File: config.mk
export PLATFORM = sky130hd
export DESIGN_NAME = cmst_clock_gen
export DESIGN_NICKNAME = d
export VERILOG_FILES = /design/src/cmst_pkg.sv /design/src/cmst_clock_gen.sv
export SDC_FILE = /design/constraint.sdc
export NUM_CORES = 1
export LEC_CHECK = 0
export BUFFER_PORTS_ARGS = -buffer_cell sky130_fd_sc_hd__clkbuf_2
export CAP_MARGIN = 0
export CORE_UTILIZATION = 55
export DETAILED_ROUTE_END_ITERATION = 8
export HOLD_SLACK_MARGIN = 0.02
export PLACE_DENSITY_LB_ADDON = 0.3
export SYNTH_ARGS = -nofsm -noshare
export SYNTH_HDL_FRONTEND = slang
export SYNTH_SLANG_ARGS = --single-unit
File: constraint.sdc
create_clock -name clk -period 6.5 [get_ports clk]
set_input_delay 0.65 -clock clk [delete_from_list [all_inputs] [get_ports clk]]
set_output_delay 0.65 -clock clk [all_outputs]
set_load 0.02 [all_outputs]
File: src/cmst_pkg.sv
/*
 * Constants for the clock and memory strobe generator.
 * Assumes a 200 MHz system clock.
 */
`default_nettype none
package cmst_pkg;
    localparam int SYS_HZ  = 200_000_000;
    localparam int FAST_HZ = 8_000_000;
    localparam int CLK_NS  = 5;
    localparam logic [4:0] FAST_DIV  = 5'(SYS_HZ / FAST_HZ);
    localparam logic [4:0] FAST_HIGH = 5'((SYS_HZ / FAST_HZ + 1) / 2);
    // Strobe times in ns; rises counted from the half-rate falling edge, falls from the next half-rate edge or chip enable fall
    localparam int IO_DLY_NS   = 50;
    localparam int CE_ON_NS    = 25;
    localparam int RW_ON_NS    = 70;
    localparam int PC_ON_NS    = 90;
    localparam int HALF_NS     = 125;
    localparam int CE_RD_NS    = 5;
    localparam int CE_WR_NS    = 30;
    localparam int PC_TRAIL_NS = 30;
    localparam int RW_TRAIL_NS = 40;
    localparam int IO_DLY = (IO_DLY_NS + CLK_NS - 1) / CLK_NS;
    localparam logic [5:0] CE_ON  = 6'((CE_ON_NS + CLK_NS - 1) / CLK_NS);
    localparam logic [5:0] RW_ON  = 6'((RW_ON_NS + CLK_NS - 1) / CLK_NS);
    localparam logic [5:0] PC_ON  = 6'((PC_ON_NS + CLK_NS - 1) / CLK_NS);
    localparam logic [5:0] CE_RD  = 6'((HALF_NS + CE_RD_NS + CLK_NS - 1) / CLK_NS);
    localparam logic [5:0] CE_WR  = 6'((HALF_NS + CE_WR_NS + CLK_NS - 1) / CLK_NS);
    localparam logic [5:0] PC_TRL = 6'((PC_TRAIL_NS + CLK_NS - 1) / CLK_NS);
    localparam logic [5:0] RW_TRL = 6'((RW_TRAIL_NS + CLK_NS - 1) / CLK_NS);
    // Mains cycles per tick; both give a 10 Hz tick
    localparam logic [2:0] MAINS_DIV_60 = 3'h6;
    localparam logic [2:0] MAINS_DIV_50 = 3'h5;
    localparam logic [2:0] STRAP_SETTLE = 3'h5;
    // Synchronised pin indices
    localparam int PIN_N     = 4;
    localparam int PIN_START = 0;
    localparam int PIN_WR    = 1;
    localparam int PIN_MAINS = 2;
    localparam int PIN_J50   = 3;
    typedef enum logic [1:0] {ST_IDLE, ST_ARMED, ST_RUN} cmst_state_e;
endpackage
`default_nettype wire

File: src/cmst_clock_gen.sv
/*
 * System clock distribution and memory strobe timing.
 * Assumes the 200 MHz clk is the only clock and that all four inputs
 * are asynchronous pins; the mains jumper is static after power-up.
 *
// How it works
// RULE_01 - Forward the 8 MHz fast clock, registered, to all users.
// RULE_02 - One toggle stage halves the fast clock into two opposite phases.
// RULE_03 - Half-rate clock is the system reference; its complement is also driven.
// RULE_04 - I/O clock is the half-rate clock delayed by 50 ns.
// RULE_05 - Mains input gives a real-time tick; jumper picks 60 or 50 Hz.
// RULE_06 - Exactly five clock outputs: fast, half, inverted half, I/O, tick.
// RULE_07 - Chip enable rises 25 ns after the half-rate falling edge.
// RULE_08 - Precharge rises 90 ns after the reference edge.
// RULE_09 - Precharge falls 30 ns after chip enable falls.
// RULE_10 - On reads chip enable falls 5 ns after the next half-rate edge.
// RULE_11 - On writes chip enable falls 30 ns after that edge, later than reads.
// RULE_12 - Cycle starts are queued so refresh reads continue between writes.
// RULE_13 - Read/write strobe rises 70 ns after the reference edge.
// RULE_14 - Read/write strobe falls 40 ns after chip enable falls.
// RULE_15 - Strobe edges placed on a 5 ns grid, within every tolerance.
// RULE_16 - Each cycle starts on cycle start, timed from the half-rate clock.
 */
`default_nettype none
module cmst_clock_gen
    import cmst_pkg::*;
(
    input  wire logic clk,
    input  wire logic rst_b,
    input  wire logic mains_transformer_in,
    input  wire logic mains_50hz_jumper,
    input  wire logic memory_cycle_start,
    input  wire logic write_cycle_flag,
    output var  logic fast_clock_out, // RULE_06
    output var  logic half_rate_clock_out,
    output var  logic half_rate_clock_inverted,
    output var  logic io_side_clock,
    output var  logic mains_tick_out,
    output var  logic chip_enable_strobe,
    output var  logic precharge_strobe,
    output var  logic rw_strobe
);

    function automatic logic [5:0] max6(input logic [5:0] a, input logic [5:0] b);
        return (a > b) ? a : b;
    endfunction

    // Pin synchronisers: a change counts once stages 2 and 3 agree
    logic [PIN_N-1:0] s1_r;
    logic [PIN_N-1:0] s2_r;
    logic [PIN_N-1:0] s3_r;
    logic [PIN_N-1:0] filt_r;
    logic [PIN_N-1:0] pins;
    logic [PIN_N-1:0] rise;
    assign pins = {mains_50hz_jumper, mains_transformer_in, write_cycle_flag, memory_cycle_start};

    genvar gi;
    generate
        for (gi = 0; gi < PIN_N; gi++) begin : g_sync
            always_ff @(posedge clk or negedge rst_b) begin
                if (!rst_b) begin
                    s1_r[gi]   <= 1'b0;
                    s2_r[gi]   <= 1'b0;
                    s3_r[gi]   <= 1'b0;
                    filt_r[gi] <= 1'b0;
                end else begin
                    s1_r[gi] <= pins[gi];
                    s2_r[gi] <= s1_r[gi];
                    s3_r[gi] <= s2_r[gi];
                    if (s2_r[gi] == s3_r[gi]) begin
                        filt_r[gi] <= s3_r[gi];
                    end
                end
            end
            assign rise[gi] = (s2_r[gi] == s3_r[gi]) && s3_r[gi] && !filt_r[gi];
        end
    endgenerate

    // Fast clock: 25 system cycles, high for 13
    logic [4:0] fdiv_r;
    logic       fast_wrap;
    assign fast_wrap = (fdiv_r == FAST_DIV - 5'h1);

    always_ff @(posedge clk or negedge rst_b) begin
        if (!rst_b) begin
            // Start at the wrap so the first fast rise also toggles the half-rate phase
            fdiv_r         <= FAST_DIV - 5'h1;
            fast_clock_out <= 1'b0;
        end else begin
            fdiv_r         <= fast_wrap ? 5'h0 : fdiv_r + 5'h1;
            fast_clock_out <= fast_wrap || (fdiv_r < FAST_HIGH - 5'h1); // RULE_01
        end
    end

    // Half-rate phases toggle on every fast rising edge
    logic ref_edge;
    assign ref_edge = fast_wrap && half_rate_clock_out;

    always_ff @(posedge clk or negedge rst_b) begin
        if (!rst_b) begin
            half_rate_clock_out      <= 1'b0;
            half_rate_clock_inverted <= 1'b1;
        end else if (fast_wrap) begin
            half_rate_clock_out      <= !half_rate_clock_out; // RULE_02
            half_rate_clock_inverted <= half_rate_clock_out; // RULE_03
        end
    end

    // I/O clock: a tapped shift line stands in for the delay line
    logic [IO_DLY-1:0] io_dly_r;
    logic [IO_DLY-1:0] io_tap;
    assign io_tap = {io_dly_r[IO_DLY-2:0], half_rate_clock_out};
    generate
        for (gi = 0; gi < IO_DLY; gi++) begin : g_iodly
            always_ff @(posedge clk or negedge rst_b) begin
                if (!rst_b) begin
                    io_dly_r[gi] <= 1'b0;
                end else begin
                    io_dly_r[gi] <= io_tap[gi];
                end
            end
        end
    endgenerate
    assign io_side_clock = io_dly_r[IO_DLY-1]; // RULE_04

    // Jumper is caught once, after the synchroniser has settled
    logic [2:0] strap_cnt_r;
    logic       sel50_r;
    always_ff @(posedge clk or negedge rst_b) begin
        if (!rst_b) begin
            strap_cnt_r <= 3'h0;
            sel50_r     <= 1'b0;
        end else if (strap_cnt_r != STRAP_SETTLE) begin
            strap_cnt_r <= strap_cnt_r + 3'h1;
            if (strap_cnt_r == STRAP_SETTLE - 3'h1) begin
                sel50_r <= filt_r[PIN_J50];
            end
        end
    end

    // Real-time tick: one pulse per N mains cycles
    logic [2:0] mcnt_r;
    logic [2:0] mdiv;
    logic       tick_now;
    assign mdiv     = sel50_r ? MAINS_DIV_50 : MAINS_DIV_60;
    assign tick_now = rise[PIN_MAINS] && (mcnt_r == mdiv - 3'h1);

    always_ff @(posedge clk or negedge rst_b) begin
        if (!rst_b) begin
            mcnt_r         <= 3'h0;
            mains_tick_out <= 1'b0;
        end else begin
            mains_tick_out <= tick_now; // RULE_05
            if (tick_now) begin
                mcnt_r <= 3'h0;
            end else if (rise[PIN_MAINS]) begin
                mcnt_r <= mcnt_r + 3'h1;
            end
        end
    end

    // Memory cycle sequencer; cnt_r counts cycles since the reference edge
    cmst_state_e state_r;
    logic [5:0]  cnt_r;
    logic        wr_r;
    logic        pend_r;
    logic        pend_wr_r;
    logic [5:0]  ce_off;
    logic [5:0]  pc_off;
    logic [5:0]  rw_off;
    logic [5:0]  end_cyc;
    logic [5:0]  cnt_nxt;
    logic        run_nxt;
    logic        last;
    logic        take;
    logic        wr_now;

    assign ce_off  = wr_r ? CE_WR : CE_RD; // RULE_10 RULE_11
    assign pc_off  = ce_off + PC_TRL;
    assign rw_off  = ce_off + RW_TRL;
    assign end_cyc = wr_r ? max6(pc_off, rw_off) : pc_off;
    assign cnt_nxt = (state_r == ST_RUN) ? cnt_r + 6'h1 : 6'h0;
    assign last    = (state_r == ST_RUN) && (cnt_nxt == end_cyc);
    assign run_nxt = ((state_r == ST_ARMED) && ref_edge) || ((state_r == ST_RUN) && !last);
    assign take    = pend_r || rise[PIN_START];
    // Flag value the filter takes on this edge, so it pairs with the start rise
    assign wr_now  = (s2_r[PIN_WR] == s3_r[PIN_WR]) ? s3_r[PIN_WR] : filt_r[PIN_WR];

    always_ff @(posedge clk or negedge rst_b) begin
        if (!rst_b) begin
            state_r   <= ST_IDLE;
            cnt_r     <= 6'h0;
            wr_r      <= 1'b0;
            pend_r    <= 1'b0;
            pend_wr_r <= 1'b0;
        end else begin
            cnt_r <= cnt_nxt;
            case (state_r)
                ST_IDLE: begin
                    if (rise[PIN_START]) begin
                        state_r <= ST_ARMED; // RULE_16
                        wr_r    <= wr_now;
                    end
                end
                ST_ARMED: begin
                    if (ref_edge) begin
                        state_r <= ST_RUN; // RULE_16
                    end
                    if (rise[PIN_START]) begin
                        pend_r    <= 1'b1;
                        pend_wr_r <= wr_now;
                    end
                end
                default: begin
                    if (last && take) begin
                        // A start in the final cycle is not lost
                        state_r <= ST_ARMED; // RULE_12
                        wr_r    <= pend_r ? pend_wr_r : wr_now;
                        pend_r  <= pend_r && rise[PIN_START];
                        pend_wr_r <= wr_now;
                    end else if (last) begin
                        state_r <= ST_IDLE;
                    end else if (rise[PIN_START]) begin
                        pend_r    <= 1'b1; // RULE_12
                        pend_wr_r <= wr_now;
                    end
                end
            endcase
        end
    end

    // Strobes, each registered on the 5 ns grid
    always_ff @(posedge clk or negedge rst_b) begin
        if (!rst_b) begin
            chip_enable_strobe <= 1'b0;
            precharge_strobe   <= 1'b0;
            rw_strobe          <= 1'b0;
        end else begin
            chip_enable_strobe <= run_nxt && (cnt_nxt >= CE_ON) && (cnt_nxt < ce_off); // RULE_07 RULE_15
            precharge_strobe   <= run_nxt && (cnt_nxt >= PC_ON) && (cnt_nxt < pc_off); // RULE_08 RULE_09
            // Only write cycles drive the read/write strobe
            rw_strobe <= run_nxt && wr_r && (cnt_nxt >= RW_ON) && (cnt_nxt < rw_off); // RULE_13 RULE_14
        end
    end
endmodule
`default_nettype wire

; Word-level counts from Yosys, hierarchy flattened
; Index checks and enable logic that the tools add are counted.
[totals]
regBits = 56
output_inout_bits = 8
word_cells = 132
[classes]
addsub = 7
magnitude_cmp = 8
n_eq_ne = 14
mux = 26
bitwise_logic = 2
reduce_logical = 33
[ops]
columns = cell, count
row1 = 1-bit logical AND, 18
row2 = 6-bit 2-to-1 mux, 3
row3 = 6-bit < comparator, 2
row4 = 1-bit 2-to-1 mux, 10
row5 = 2-bit 2-to-1 mux, 5
row6 = 3-bit 2-to-1 mux, 3
row7 = "3-bit by 1-bit adder with 3-bit output, second input constant", 2
row8 = "5-bit by 3-bit adder with 6-bit output, second input constant", 1
row9 = "5-bit by 4-bit adder with 6-bit output, second input constant", 1
row10 = "6-bit by 1-bit adder with 6-bit output, second input constant", 1
row11 = 6-bit == test, 1
row12 = "6-bit by 3-bit >= comparator with 1-bit output, second input constant", 1
row13 = "6-bit by 4-bit >= comparator with 1-bit output, second input constant", 1
row14 = "6-bit by 5-bit >= comparator with 1-bit output, second input constant", 1
row15 = 6-bit > comparator, 1
row16 = 6-bit by 5-bit < comparator with 1-bit output, 1
row17 = 1-bit case mux with 2 select lines, 3
row18 = 3-bit AND reduction, 2
row19 = "5-bit by 1-bit adder with 5-bit output, second input constant", 1
row20 = "5-bit == test, second input constant", 1
row21 = "5-bit by 4-bit < comparator with 1-bit output, second input constant", 1
row22 = 5-bit 2-to-1 mux, 1
row23 = 1-bit == test, 4
row24 = 1-bit zero test, 4
row25 = 15 further kinds, 21

; Depth between registers and ports, before layout
; Gate-level depths: netlist (run 1).
[logic_depth]
ltp_word = 13
depth_mapped = 9
ltp_nobuf = 9

; Least setup slack after synthesis (run 1)
; No wires, ideal clock.
[synth_timing]
path_type = reg-to-reg
startpoint = register cnt_r[0]
endpoint = register pend_wr_r
setup_time_ns = 0.128
arrival_ns = 2.265
slack_ns = 4.107
path_stages_with_launch = 10
path_buffers = 0
period_less_slack_ns = 2.393
cell_sequence = dfrtp_1 -> ha_1 -> nor2b_1 -> o21a_1 -> ha_1 -> and4b_1 -> and3_1 -> nand3_1 -> a21oi_1 -> mux2_1
[synth_between]
elab_chain_cells = 7
elab_cells_between_ends = 9
[synth_lines]
columns = item, line_no
row1 = "start, declared", cmst_clock_gen.sv:164  ; logic [5:0] cnt_r;
row2 = "start signal, assigned", cmst_clock_gen.sv:197  ; cnt_r <= cnt_nxt;
row3 = 6-bit by 1-bit adder with 6-bit output (*), cmst_clock_gen.sv:182  ; assign cnt_nxt = (state_r == ST_RUN) ? cnt_r + 6'h1 : 6'h0;
row4 = 6-bit 2-to-1 mux (*), cmst_clock_gen.sv:182
row5 = via cnt_nxt[2], cmst_clock_gen.sv:172  ; logic [5:0] cnt_nxt;
row6 = 6-bit == test (*), cmst_clock_gen.sv:183  ; assign last = (state_r == ST_RUN) && (cnt_nxt == end_cyc);
row7 = 1-bit logical AND (*), cmst_clock_gen.sv:183
row8 = 1-bit logical AND, cmst_clock_gen.sv:215  ; if (last && take) begin
row9 = 1-bit 2-to-1 mux / 3-bit by 1-bit inequality test with 1-bit output (equally long branches), --
row10 = 1-bit case mux with 2 select lines / 2-bit AND reduction (equally long branches), --
row11 = "end signal, assigned", cmst_clock_gen.sv:211  ; pend_wr_r <= wr_now;
row12 = "end signal, assigned", cmst_clock_gen.sv:220  ; pend_wr_r <= wr_now;
row13 = "end signal, assigned", cmst_clock_gen.sv:225  ; pend_wr_r <= wr_now;
row14 = "end, declared", cmst_clock_gen.sv:167  ; logic pend_wr_r;
; The timed path passes the listed nets; every way through them passes the cells marked *.
; A chain may end at the register's enable or synchronous reset.

; Worst setup path after layout (run 1)
; Ends and elaborated chain as after synthesis.

==> results of run 1 <==
==> sequential cells by signal, indices dropped and copies added, names as in the netlist <==
register	cells
s2_r	4
fast_clock_out	1
state_r	2
s1_r	4
cnt_r	6
precharge_strobe	1
fdiv_r	5
mains_tick_out	1
wr_r	1
io_side_clock	1
sel50_r	1
rw_strobe	1
strap_cnt_r	3
s3_r	4
chip_enable_strobe	1
mcnt_r	3
pend_wr_r	1
io_dly_r	9
half_rate_clock_out	1
half_rate_clock_inverted	1
filt_r	4
pend_r	1
==> final timing paths <==
path,endpoint,slack (ps),cells past startpoint
min in group asynchronous,mains_tick_out$_DFF_PN0_,450,2
min reg2reg,io_dly_r[3]$_DFF_PN0_,350,0
max reg2reg,pend_wr_r$_DFFE_PN0P_,3910,9
min,io_dly_r[3]$_DFF_PN0_,350,0
max,pend_wr_r$_DFFE_PN0P_,3910,9
max in group asynchronous,s1_r[0]$_DFF_PN0_,5600,2
==> critical path, cell delays in order (launching register included) <==
cell and delay (ps):
dfrtp_1 460, ha_1 290, nor2b_1 160, o21a_1 230, ha_1 310, and4b_1 270
and3_1 170, nand3_1 70, a21oi_1 190, mux2_1 330
==> metrics by stage <==
| step | cell area [um^2] | utilization [%] | setup slack, ps | total power [mW] |
|---|---|---|---|---|
| 5_1_grt | 2620 | 63.6 | 3770 | 0.667 |
| 3_5_place_dp | 2520 | 61.3 | 3920 | 0.450 |
| 6_report | 2620 | 63.6 | 3910 | 0.634 |
| 4_1_cts | 2620 | 63.6 | 3900 | 0.641 |
| 2_1_floorplan | 2420 | - | 4110 | 0.427 |
| 3_3_place_gp | 2520 | 61.3 | 4010 | 0.442 |
==> cells in the final DEF (no fill, tap or decap), types with 2 or more instances in the layout <==
cell	count
nor2b_1	8
a21oi_1	6
mux2_2	4
nand3_2	2
o21ai_0	8
xnor2_1	6
inv_1	9
maj3_1	2
a21o_1	2
nand3_1	6
and4b_1	2
nor3_1	3
ha_1	11
clkbuf_8	6
clkbuf_2	13
nand2b_1	4
nand2_1	13
nor2_1	13
dfstp_2	3
a211oi_1	2
xor2_1	6
mux2i_1	3
dfrtp_1	53
==> routing by layer <==
layer	vias up	track usage [%]	share of wire (%)	wire length, um
met5	-	0	0	0
li1	697	-	-	-
met3	5	5.50	3.1	112
met1	704	23.7	47	1700
met4	0	6.25	1.1	41
met2	22	30.5	48	1740
==> cell families (layout without fill, tap and decap cells) <==
family	after synthesis	count (layout)
buffers and inverters	13	31
XOR/XNOR	12	12
adder cells (fa/ha/maj)	13	13
AO/OA/AOI/OAI	29	29
flip-flops	56	56
AND/OR/NAND/NOR	61	61
multiplexers	9	9
==> power groups by stage <==
stage | combinational [mW] | clock [mW] | sequential [mW]
6_report | 0.0571 | 0.192 | 0.385
4_1_cts | 0.0587 | 0.197 | 0.385
3_3_place_gp | 0.0527 | 0 | 0.390
3_5_place_dp | 0.0585 | 0 | 0.392
2_1_floorplan | 0.0395 | 0 | 0.388
5_1_grt | 0.0664 | 0.213 | 0.388
==> layout make-up <==
cell class | count | area [um^2]
well taps | 50 | 62.6
flip-flops and latches | 56 | 1410
fillers | 310 | 1500
repair buffers | 14 | 72.6
inverters | 9 | 33.8
clock buffers | 7 | 86.3
multi-input cells | 124 | 948
clock inverters | 1 | 7.51
==> Flow_metrics.wiki, run 1 <==
{| class="wikitable"
! Metric !! Value
|-
| Status || complete, no violations
|-
| Largest clock skew in the final design || 2.50 ps
|-
| Count of endpoints failing hold in the final timing report || 0
|-
| Post-route worst hold slack || 352 ps
|-
| Clock share of power || 30.3%
|-
| Nets in the synthesized netlist || 210
|-
| Final worst path period share || 39.9%
|-
| Maximum number of buffers from clock root to sink || 2
|-
| Number of antenna violations at the first check in global routing || 0
|-
| Number of buffers inserted by post-CTS setup repair || 0
|-
| Worst min path class || register to register
|-
| Average via count per standard cell || 5.47
|-
| Number of enable-type register cells in the synthesized netlist || 0
|-
| Simple logic cell fraction of the synthesized area || 14.7%
|-
| Slew Limit Fails || 0
|-
| Gr ovfl total || 0
|-
| Combinational family with the most area after synthesis || simple AND/OR/NAND/NOR gates
|-
| Switching Fraction || 23.9%
|-
| Overall routing resource usage || 18.7%
|-
| RSZ-0062 raised after global routing || no
|-
| Via count of the first global-routing pass || 1417
|-
| Buffer type at the clock tree root || clkbuf_8
|-
| Horizontal die dimension || 68.3 um
|-
| P_sw || 151 uW
|-
| Vias || 1428
|-
| Cell Area, Synth || 0.00242 mm^2
|-
| Top cells by instance count after synthesis || 53 x dfrtp_1, 13 x nand2_1, 13 x nor2_1
|-
| Number of buffers inserted during clock tree synthesis || 5
|-
| First-pass GRT wire length || 6220 um
|-
| Main area contributors after synthesis || dfrtp_1 55%, ha_1 5.7%, dfstp_2 3.3%
|-
| Total routed wirelength || 3600 um
|-
| Measured slew at the worst slew-check pin || 662 ps
|-
| Crit path kind || register to register
|-
| Final-report setup violation count || 0
|-
| Arrival time reported for the critical path endpoint || 2780 ps
|-
| Max frequency || 0.385 GHz
|-
| Share of the yosys chip area belonging to registers || 58.1%
|-
| ANT cells || 0
|-
| Routed WL per cell || 13.8 um
|-
| Number of flip-flops and latches in the synthesized netlist || 56
|-
| Area overhead of the layout relative to synthesis || 8.12%
|-
| Post-layout net count || 227
|-
| Number of sinks driven by the clock tree || 56
|-
| Total negative slack for setup checks || 0 ps
|-
| Initial standard-cell utilization of the core || 58.8%
|-
| Hold buffer count at cts || 0
|-
| Max_cap viols || 0
|-
| Warning count from the yosys run || 0
|-
| Portion of synthesized cell area occupied by the leading cell type || 54.8%
|-
| Clock tree from TritonCTS || yes
|-
| Worst Setup SP || cnt_r[0]$_DFF_PN0_
|-
| Startpoint of the lowest-slack hold path || io_dly_r[2]$_DFF_PN0_
|-
| Clock latency on the worst-skew pair || 300 ps
|-
| Remaining routing DRC violations || 0
|-
| Post-synthesis average cell area || 12.5 um^2
|-
| Post-synth top flop || dfrtp_1
|-
| Compound-Gate Fraction of Synth Area || 9.15%
|-
| Count of routing violations after the opening detailed-route iteration || 141
|-
| Largest net degree at the start of global routing || 57
|-
| Die Y || 68.3 um
|-
| Portion of total power attributed to combinational logic || 9.0%
|-
| Cell Pwr Density || 242 mW/mm^2
|-
| Worst IR drop on VDD || 0.210 mV
|-
| Internal power || 482 uW
|-
| Final critical delay including setup and external delays || 2590 ps
|-
| Most frequently used cell type in the post-synthesis netlist || dfrtp_1
|-
| Crit path capture type || register
|-
| Post-synthesis share of cell area spent on xor and xnor gates || 4.34%
|-
| Share of cell area taken by muxes after synthesis || 4.50%
|-
| Adder-cell area share of the yosys netlist || 6.51%
|-
| Number of distinct library cells after synthesis || 46
|-
| Final weighted congestion of routability-driven global placement || 0.888
|-
| CTS HTree Levels || 2
|-
| Input/output buffers || 13
|-
| Sequential cell fraction of total power || 60.7%
|-
| Placed insts || 253
|-
| First drt pass iteration count || 4
|-
| FP Rows || 23
|-
| Worst Path Max Fanout || 7
|-
| Kind of launch point of the worst setup path || register
|-
| Worst reg2reg path startpoint || cnt_r[0]$_DFF_PN0_
|-
| Cell Count, Final, Fillers Out || 261
|-
| Data required time at the worst endpoint || 6690 ps
|-
| Library cell occupying the most area in the post-synthesis netlist || dfrtp_1
|-
| Ports placed on the boundary || 14
|-
| Detailed Place HPWL || 2630 um
|-
| Post-CTS Resized || 0
|-
| Proportion of layout cells with a drive suffix above 1 || 18.0%
|-
| Synthesized instance count || 193
|-
| Clock slew at reported path FFs || 90 ps
|-
| Fraction of synthesis flops using an asynchronous set or reset pin || 100%
|-
| Core region area || 0.00412 mm^2
|-
| ANT nets after route || 0
|-
| Area enclosed by the die boundary || 0.00467 mm^2
|-
| Headroom to the max-slew limit || 55.8%
|-
| LEAKAGE || 1.12 nW
|}
Power figures use the tool's default switching activity.
==> inputs of run 2 (changes only) <==
CORE_UTILIZATION = 54   (was 55)
clock period = 2.2 ns   (was 6.5 ns; I/O delays follow)
==> run 2 against run 1 <==
Effect of this change:
- the flow now finishes with violations (negative setup slack)
- critical path depth unchanged
- clock skew up 3.1 ps
- worst hold slack worse by 320 ps
- largest cell class unchanged
- worst setup slack worse by 4000 ps
- combinational power rose to 3.3 times the previous value
==> Flow_metrics.wiki, run 2 (synthesis gave the netlist of run 1 again) <==
{| class="wikitable"
! Metric !! Value
|-
| Placed insts || 263
|-
| ANT cells || 0
|-
| Detailed Place HPWL || 2740 um
|-
| CTS HTree Levels || 2
|-
| Max_cap viols || 0
|-
| R2R cell count || 9
|-
| Final-report setup violation count || 1
|-
| Count of filler cells inserted in the layout || 311
|-
| Leading cell types in the layout, fill and taps excluded || 52 x dfrtp_1, 13 x nor2_1, 13 x nand2_1, 13 x clkbuf_2, 11 x buf_4
|-
| Clock tree from TritonCTS || yes
|-
| Post-route worst hold slack || 30.2 ps
|-
| Kind of launch point of the worst setup path || register
|-
| LEAKAGE || 1.20 nW
|-
| Crit path capture type || register
|-
| First-pass GRT wire length || 6300 um
|-
| FP Rows || 23
|-
| Total cell area at the placement stage || 0.00262 mm^2
|-
| Overall routing resource usage || 18.5%
|-
| Clock slew at reported path FFs || 90 ps
|-
| Count of routing violations after the opening detailed-route iteration || 86
|-
| Setup slack, reg-to-reg || -100 ps
|-
| Largest clock skew in the final design || 5.65 ps
|-
| Clock latency on the worst-skew pair || 300 ps
|-
| Area of the multi-input gates || 987 um^2
|-
| Number of antenna violations at the first check in global routing || 0
|-
| Number of buffers inserted during clock tree synthesis || 5
|-
| Area enclosed by the die boundary || 0.00475 mm^2
|-
| First drt pass iteration count || 4
|-
| Cell Pwr Density || 707 mW/mm^2
|-
| Area overhead of the layout relative to synthesis || 15.0%
|-
| Die Y || 68.9 um
|-
| Largest regs || io_dly_r: 9 flops, cnt_r: 6 flops, fdiv_r: 5 flops
|-
| Count of endpoints failing hold in the final timing report || 0
|-
| Headroom to the max-slew limit || 55.7%
|-
| Slew Limit Fails || 0
|-
| Final weighted congestion of routability-driven global placement || 0.908
|-
| Remaining routing DRC violations || 0
|-
| Proportion of layout cells with a drive suffix above 1 || 24.0%
|-
| ANT nets after route || 0
|-
| Post-layout net count || 241
|-
| Worst min path class || primary input to async pin
|-
| Average via count per standard cell || 5.59
|-
| Via count of the first global-routing pass || 1465
|-
| Buffer type at the clock tree root || clkbuf_8
|-
| Total negative slack for setup checks || -96.6 ps
|-
| Largest register FFs || 9
|-
| Commonest non-fill, non-tap cell in the layout || dfrtp_1
|-
| Worst reg2reg path startpoint || cnt_r[0]$_DFF_PN0_
|-
| Cell Count, Final, Fillers Out || 275
|-
| Worst IR drop on VDD || 0.520 mV
|-
| Largest register by flop count || io_dly_r
|-
| Worst setup slack after layout || -96.6 ps
|-
| RSZ-0062 raised after global routing || yes
|-
| Core region area || 0.00414 mm^2
|-
| Post-route cell area || 0.00278 mm^2
|-
| Post-Route Utilization || 67.2%
|-
| Total routed wirelength || 3840 um
|-
| Number of sinks driven by the clock tree || 56
|-
| Measured slew at the worst slew-check pin || 664 ps
|-
| Status || complete, but fails checks
|-
| Largest net degree at the start of global routing || 57
|-
| Arrival time reported for the critical path endpoint || 2490 ps
|-
| Routed WL per cell || 14.0 um
|-
| Max frequency || 0.435 GHz
|-
| Reg area || 0.00141 mm^2
|-
| Maximum number of buffers from clock root to sink || 2
|-
| Horizontal die dimension || 68.9 um
|-
| Gr ovfl total || 0
|-
| Ports placed on the boundary || 14
|-
| Minimum setup slack after placement || -73.3 ps
|-
| Violations in the final reports || negative setup slack
|-
| Data required time at the worst endpoint || 2400 ps
|-
| Vias || 1537
|-
| Crit path kind || register to register
|-
| Final critical delay including setup and external delays || 2300 ps
|-
| Capture instance of the worst register-to-register path || pend_wr_r$_DFFE_PN0P_
|-
| Initial standard-cell utilization of the core || 58.4%
|-
| Final total power || 1.97 mW
|-
| Number of buffers inserted by post-CTS setup repair || 0
|-
| Final worst path period share || 104%
|-
| Worst Path Max Fanout || 3
|-
| Input/output buffers || 13
|}
[run 2: layout make-up]
class                      instances  area share, %
clock buffer                       7           2.74
sequential                        56           50.5
clock inverter                     1           1.08
multi-input combinational        124           35.5
timing repair buffer              28           6.74
tap                               50           2.25
inverter                           9           1.21
[run 2: how the worst max path moves through the flow]
stage,from,end,slack (ps),cells past startpoint
after global placement,cnt_r[0]$_DFF_PN0_,pend_wr_r$_DFFE_PN0P_,-40,9
after floorplan,cnt_r[1]$_DFF_PN0_,pend_wr_r$_DFFE_PN0P_,-70,9
after CTS,cnt_r[0]$_DFF_PN0_,pend_wr_r$_DFFE_PN0P_,-80,9
after detailed placement,cnt_r[0]$_DFF_PN0_,pend_wr_r$_DFFE_PN0P_,-70,9
final,cnt_r[0]$_DFF_PN0_,pend_wr_r$_DFFE_PN0P_,-100,9
after global routing,cnt_r[0]$_DFF_PN0_,pend_wr_r$_DFFE_PN0P_,-160,9
[run 2: layer usage]
layer | GRT usage, % | part of all wire (%) | up-vias
met5 | 0 | 0 | -
met4 | 8.16 | 1.2 | 0
met3 | 4.77 | 3.6 | 5
met2 | 30.8 | 51 | 27
met1 | 22.5 | 45 | 779
li1 | - | - | 726
[run 2: timing repair]
action	4_1_cts	5_1_grt
endpoints found under the hold margin	4	0
hold buffers	4	0
pin swaps	0	3
setup endpoints to repair	1	4
resized for setup	0	4
gates cloned	0	0
[run 2: power breakdown]
part | switching [mW] | leakage, nW | internal, mW
registers | 0.0454 | 0.648 | 1.09
clock network | 0.309 | 0.0524 | 0.341
logic | 0.0896 | 0.495 | 0.0963
[run 2: critical path: stages, from the launching register on]
cell	delay (ps)
dfrtp_2	430
ha_4	170
nor2b_4	120
o21a_1	180
ha_1	290
and4b_1	250
and3_1	180
nand3_2	80
a21oi_2	180
mux2_4	310
==> inputs of run 3 (changes only) <==
CORE_MARGIN = 2   (was default)
==> run 3 against run 2 <==
Effect of this change:
- the run still ends with negative setup slack left
- utilization down 1.8 points
- cell area up 1.6%
- combinational power up 13%
- worst setup slack better by 11 ps
- non-clock buffer count up 4
- critical path type unchanged
- largest cell class unchanged
==> Flow_metrics.wiki, run 3 (synthesis gave the netlist of run 1 again) <==
{| class="wikitable"
! Metric !! Value
|-
| Largest clock skew in the final design || 4.27 ps
|-
| Input/output buffers || 13
|-
| Area overhead of the layout relative to synthesis || 16.9%
|-
| Vias || 1540
|-
| Slew Limit Fails || 0
|-
| Largest register by flop count || io_dly_r
|-
| Average via count per standard cell || 5.48
|-
| Final total power || 1.99 mW
|-
| Count of endpoints failing hold in the final timing report || 0
|-
| CTS HTree Levels || 2
|-
| Maximum number of buffers from clock root to sink || 2
|-
| Max_cap viols || 0
|-
| First-pass GRT wire length || 7380 um
|-
| Number of antenna violations at the first check in global routing || 0
|-
| Post-route cell area || 0.00283 mm^2
|-
| Total cell area at the placement stage || 0.00262 mm^2
|-
| Detailed Place HPWL || 3030 um
|-
| Core region area || 0.00432 mm^2
|-
| Final worst path period share || 104%
|-
| Number of sinks driven by the clock tree || 56
|-
| Largest net degree at the start of global routing || 29
|-
| R2R cell count || 9
|-
| P_sw || 453 uW
|-
| Measured slew at the worst slew-check pin || 665 ps
|-
| Number of buffers inserted during clock tree synthesis || 5
|-
| ANT cells || 0
|-
| LEAKAGE || 1.22 nW
|-
| Clock slew at reported path FFs || 90 ps
|-
| Buffer type at the clock tree root || clkbuf_8
|-
| Largest regs || io_dly_r: 9 flops, cnt_r: 6 flops, fdiv_r: 5 flops
|-
| Initial standard-cell utilization of the core || 56.0%
|-
| Die Y || 70.9 um
|-
| Sequential cell fraction of total power || 57.0%
|-
| Final critical delay including setup and external delays || 2290 ps
|-
| Proportion of layout cells with a drive suffix above 1 || 24.9%
|-
| Headroom to the max-slew limit || 55.7%
|-
| First drt pass iteration count || 6
|-
| Routed WL per cell || 14.7 um
|-
| Clock share of power || 32.4%
|-
| Worst setup slack after layout || -85.4 ps
|-
| Post-layout net count || 245
|-
| RSZ-0062 raised after global routing || yes
|-
| Violations in the final reports || negative setup slack
|-
| Crit path capture type || register
|-
| Via count of the first global-routing pass || 1688
|-
| Max frequency || 0.438 GHz
|-
| Crit path kind || register to register
|-
| Overall routing resource usage || 19.0%
|-
| Ports placed on the boundary || 14
|-
| Data required time at the worst endpoint || 2390 ps
|-
| Clock tree from TritonCTS || yes
|-
| Count of routing violations after the opening detailed-route iteration || 121
|-
| Final weighted congestion of routability-driven global placement || 0.860
|-
| ANT nets after route || 0
|-
| FP Rows || 24
|-
| Area enclosed by the die boundary || 0.00503 mm^2
|-
| Total routed wirelength || 4130 um
|-
| Remaining routing DRC violations || 0
|-
| Final-report setup violation count || 1
|-
| Worst min path class || register to register
|-
| Gr ovfl total || 0
|-
| Horizontal die dimension || 70.9 um
|-
| Leading cell types in the layout, fill and taps excluded || 52 x dfrtp_1, 14 x buf_4, 13 x nor2_1, 13 x nand2_1, 13 x clkbuf_2
|-
| Clock latency on the worst-skew pair || 300 ps
|-
| Status || complete, but fails checks
|-
| Commonest non-fill, non-tap cell in the layout || dfrtp_1
|-
| Count of cells along the worst hold path || 0
|-
| Worst Path Max Fanout || 3
|-
| Cell Pwr Density || 705 mW/mm^2
|-
| Worst IR drop on VDD || 0.466 mV
|-
| Kind of launch point of the worst setup path || register
|-
| Portion of total power attributed to combinational logic || 10.5%
|-
| Switching Fraction || 22.7%
|-
| Largest register FFs || 9
|-
| Arrival time reported for the critical path endpoint || 2480 ps
|-
| Internal power || 1.54 mW
|}
==> run 3: cell types whose count changed in the layout (fill, tap and decap cells not counted) <==
| cell | previous run | this run |
|---|---|---|
| buf_4 | 11 | 14 |
| nor4b_2 | 2 | 1 |
| dlygate4sd3_1 | 4 | 5 |
| nor4b_4 | 0 | 1 |
==> run 3: power groups by stage <==
stage / Combinational, mW / Sequential [mW] / Clock (mW)
after global placement: 0.168 / 1.15 / 0
after detailed placement: 0.180 / 1.16 / 0
after CTS: 0.205 / 1.14 / 0.665
final: 0.210 / 1.14 / 0.646
after floorplan: 0.117 / 1.15 / 0
after global routing: 0.242 / 1.15 / 0.709
==> run 3: path summary, 6_finish.rpt <==
check,start,to,slack (ps)
setup / recovery,cnt_r[0]$_DFF_PN0_,pend_wr_r$_DFFE_PN0P_,-90
hold / removal,io_dly_r[3]$_DFF_PN0_,io_dly_r[4]$_DFF_PN0_,350
setup reg to reg,cnt_r[0]$_DFF_PN0_,pend_wr_r$_DFFE_PN0P_,-90
hold reg to reg,io_dly_r[3]$_DFF_PN0_,io_dly_r[4]$_DFF_PN0_,350
max in group asynchronous,rst_b,half_rate_clock_inverted$_DFFE_PN1N_,1030
min in group asynchronous,rst_b,io_dly_r[8]$_DFF_PN0_,470
==> run 3: repair_timing <==
action | 4_1_cts | 5_1_grt
hold buffers | 5 | 0
cloned | 0 | 0
endpoints found under the setup margin | 1 | 3
gates resized for setup | 4 | 1
setup buffers | 2 | 1
pin swaps | 3 | 2
endpoints found under the hold margin | 30 | 0
==> run 3: layout make-up <==
| class | instances | area (um^2) |
|---|---|---|
| multi-input cells | 124 | 996 |
| clock buffers | 7 | 76.3 |
| inverters | 9 | 33.8 |
| clock inverters | 1 | 30.0 |
| well taps | 52 | 65.1 |
| fillers | 342 | 1500 |
| repair buffers | 32 | 220 |
| flip-flops and latches | 56 | 1410 |
==> run 3: worst max-delay path: stages (launching register included) <==
cell     delay, ps
dfrtp_2        430
ha_4           170
nor2b_4        120
o21a_1         180
ha_1           280
and4b_1        250
and3_1         180
nand3_2         80
a21oi_2        160
mux2_4         310
==> run 3: per-layer routing <==
layer / share of wire, % / track usage [%] / vias to the layer above
li1: - / - / 731
met5: 0 / 0 / -
met3: 3.7 / 4.27 / 14
met4: 2.9 / 7.97 / 0
met1: 41 / 22.6 / 757
met2: 52 / 33.1 / 38
==> run 3: stage by stage <==
stage	utilization, %	hold WS (ps)	setup TNS [ps]	instances	worst slack (ps)
floorplan	-	-75.6	-70.9	193	-70.9
global placement	60.6	275	-37.9	265	-37.9
detailed placement	60.6	291	-103	265	-103
CTS	65.0	352	-105	280	-105
global route	65.4	351	-133	281	-133
finish	65.4	349	-85.4	281	-85.4
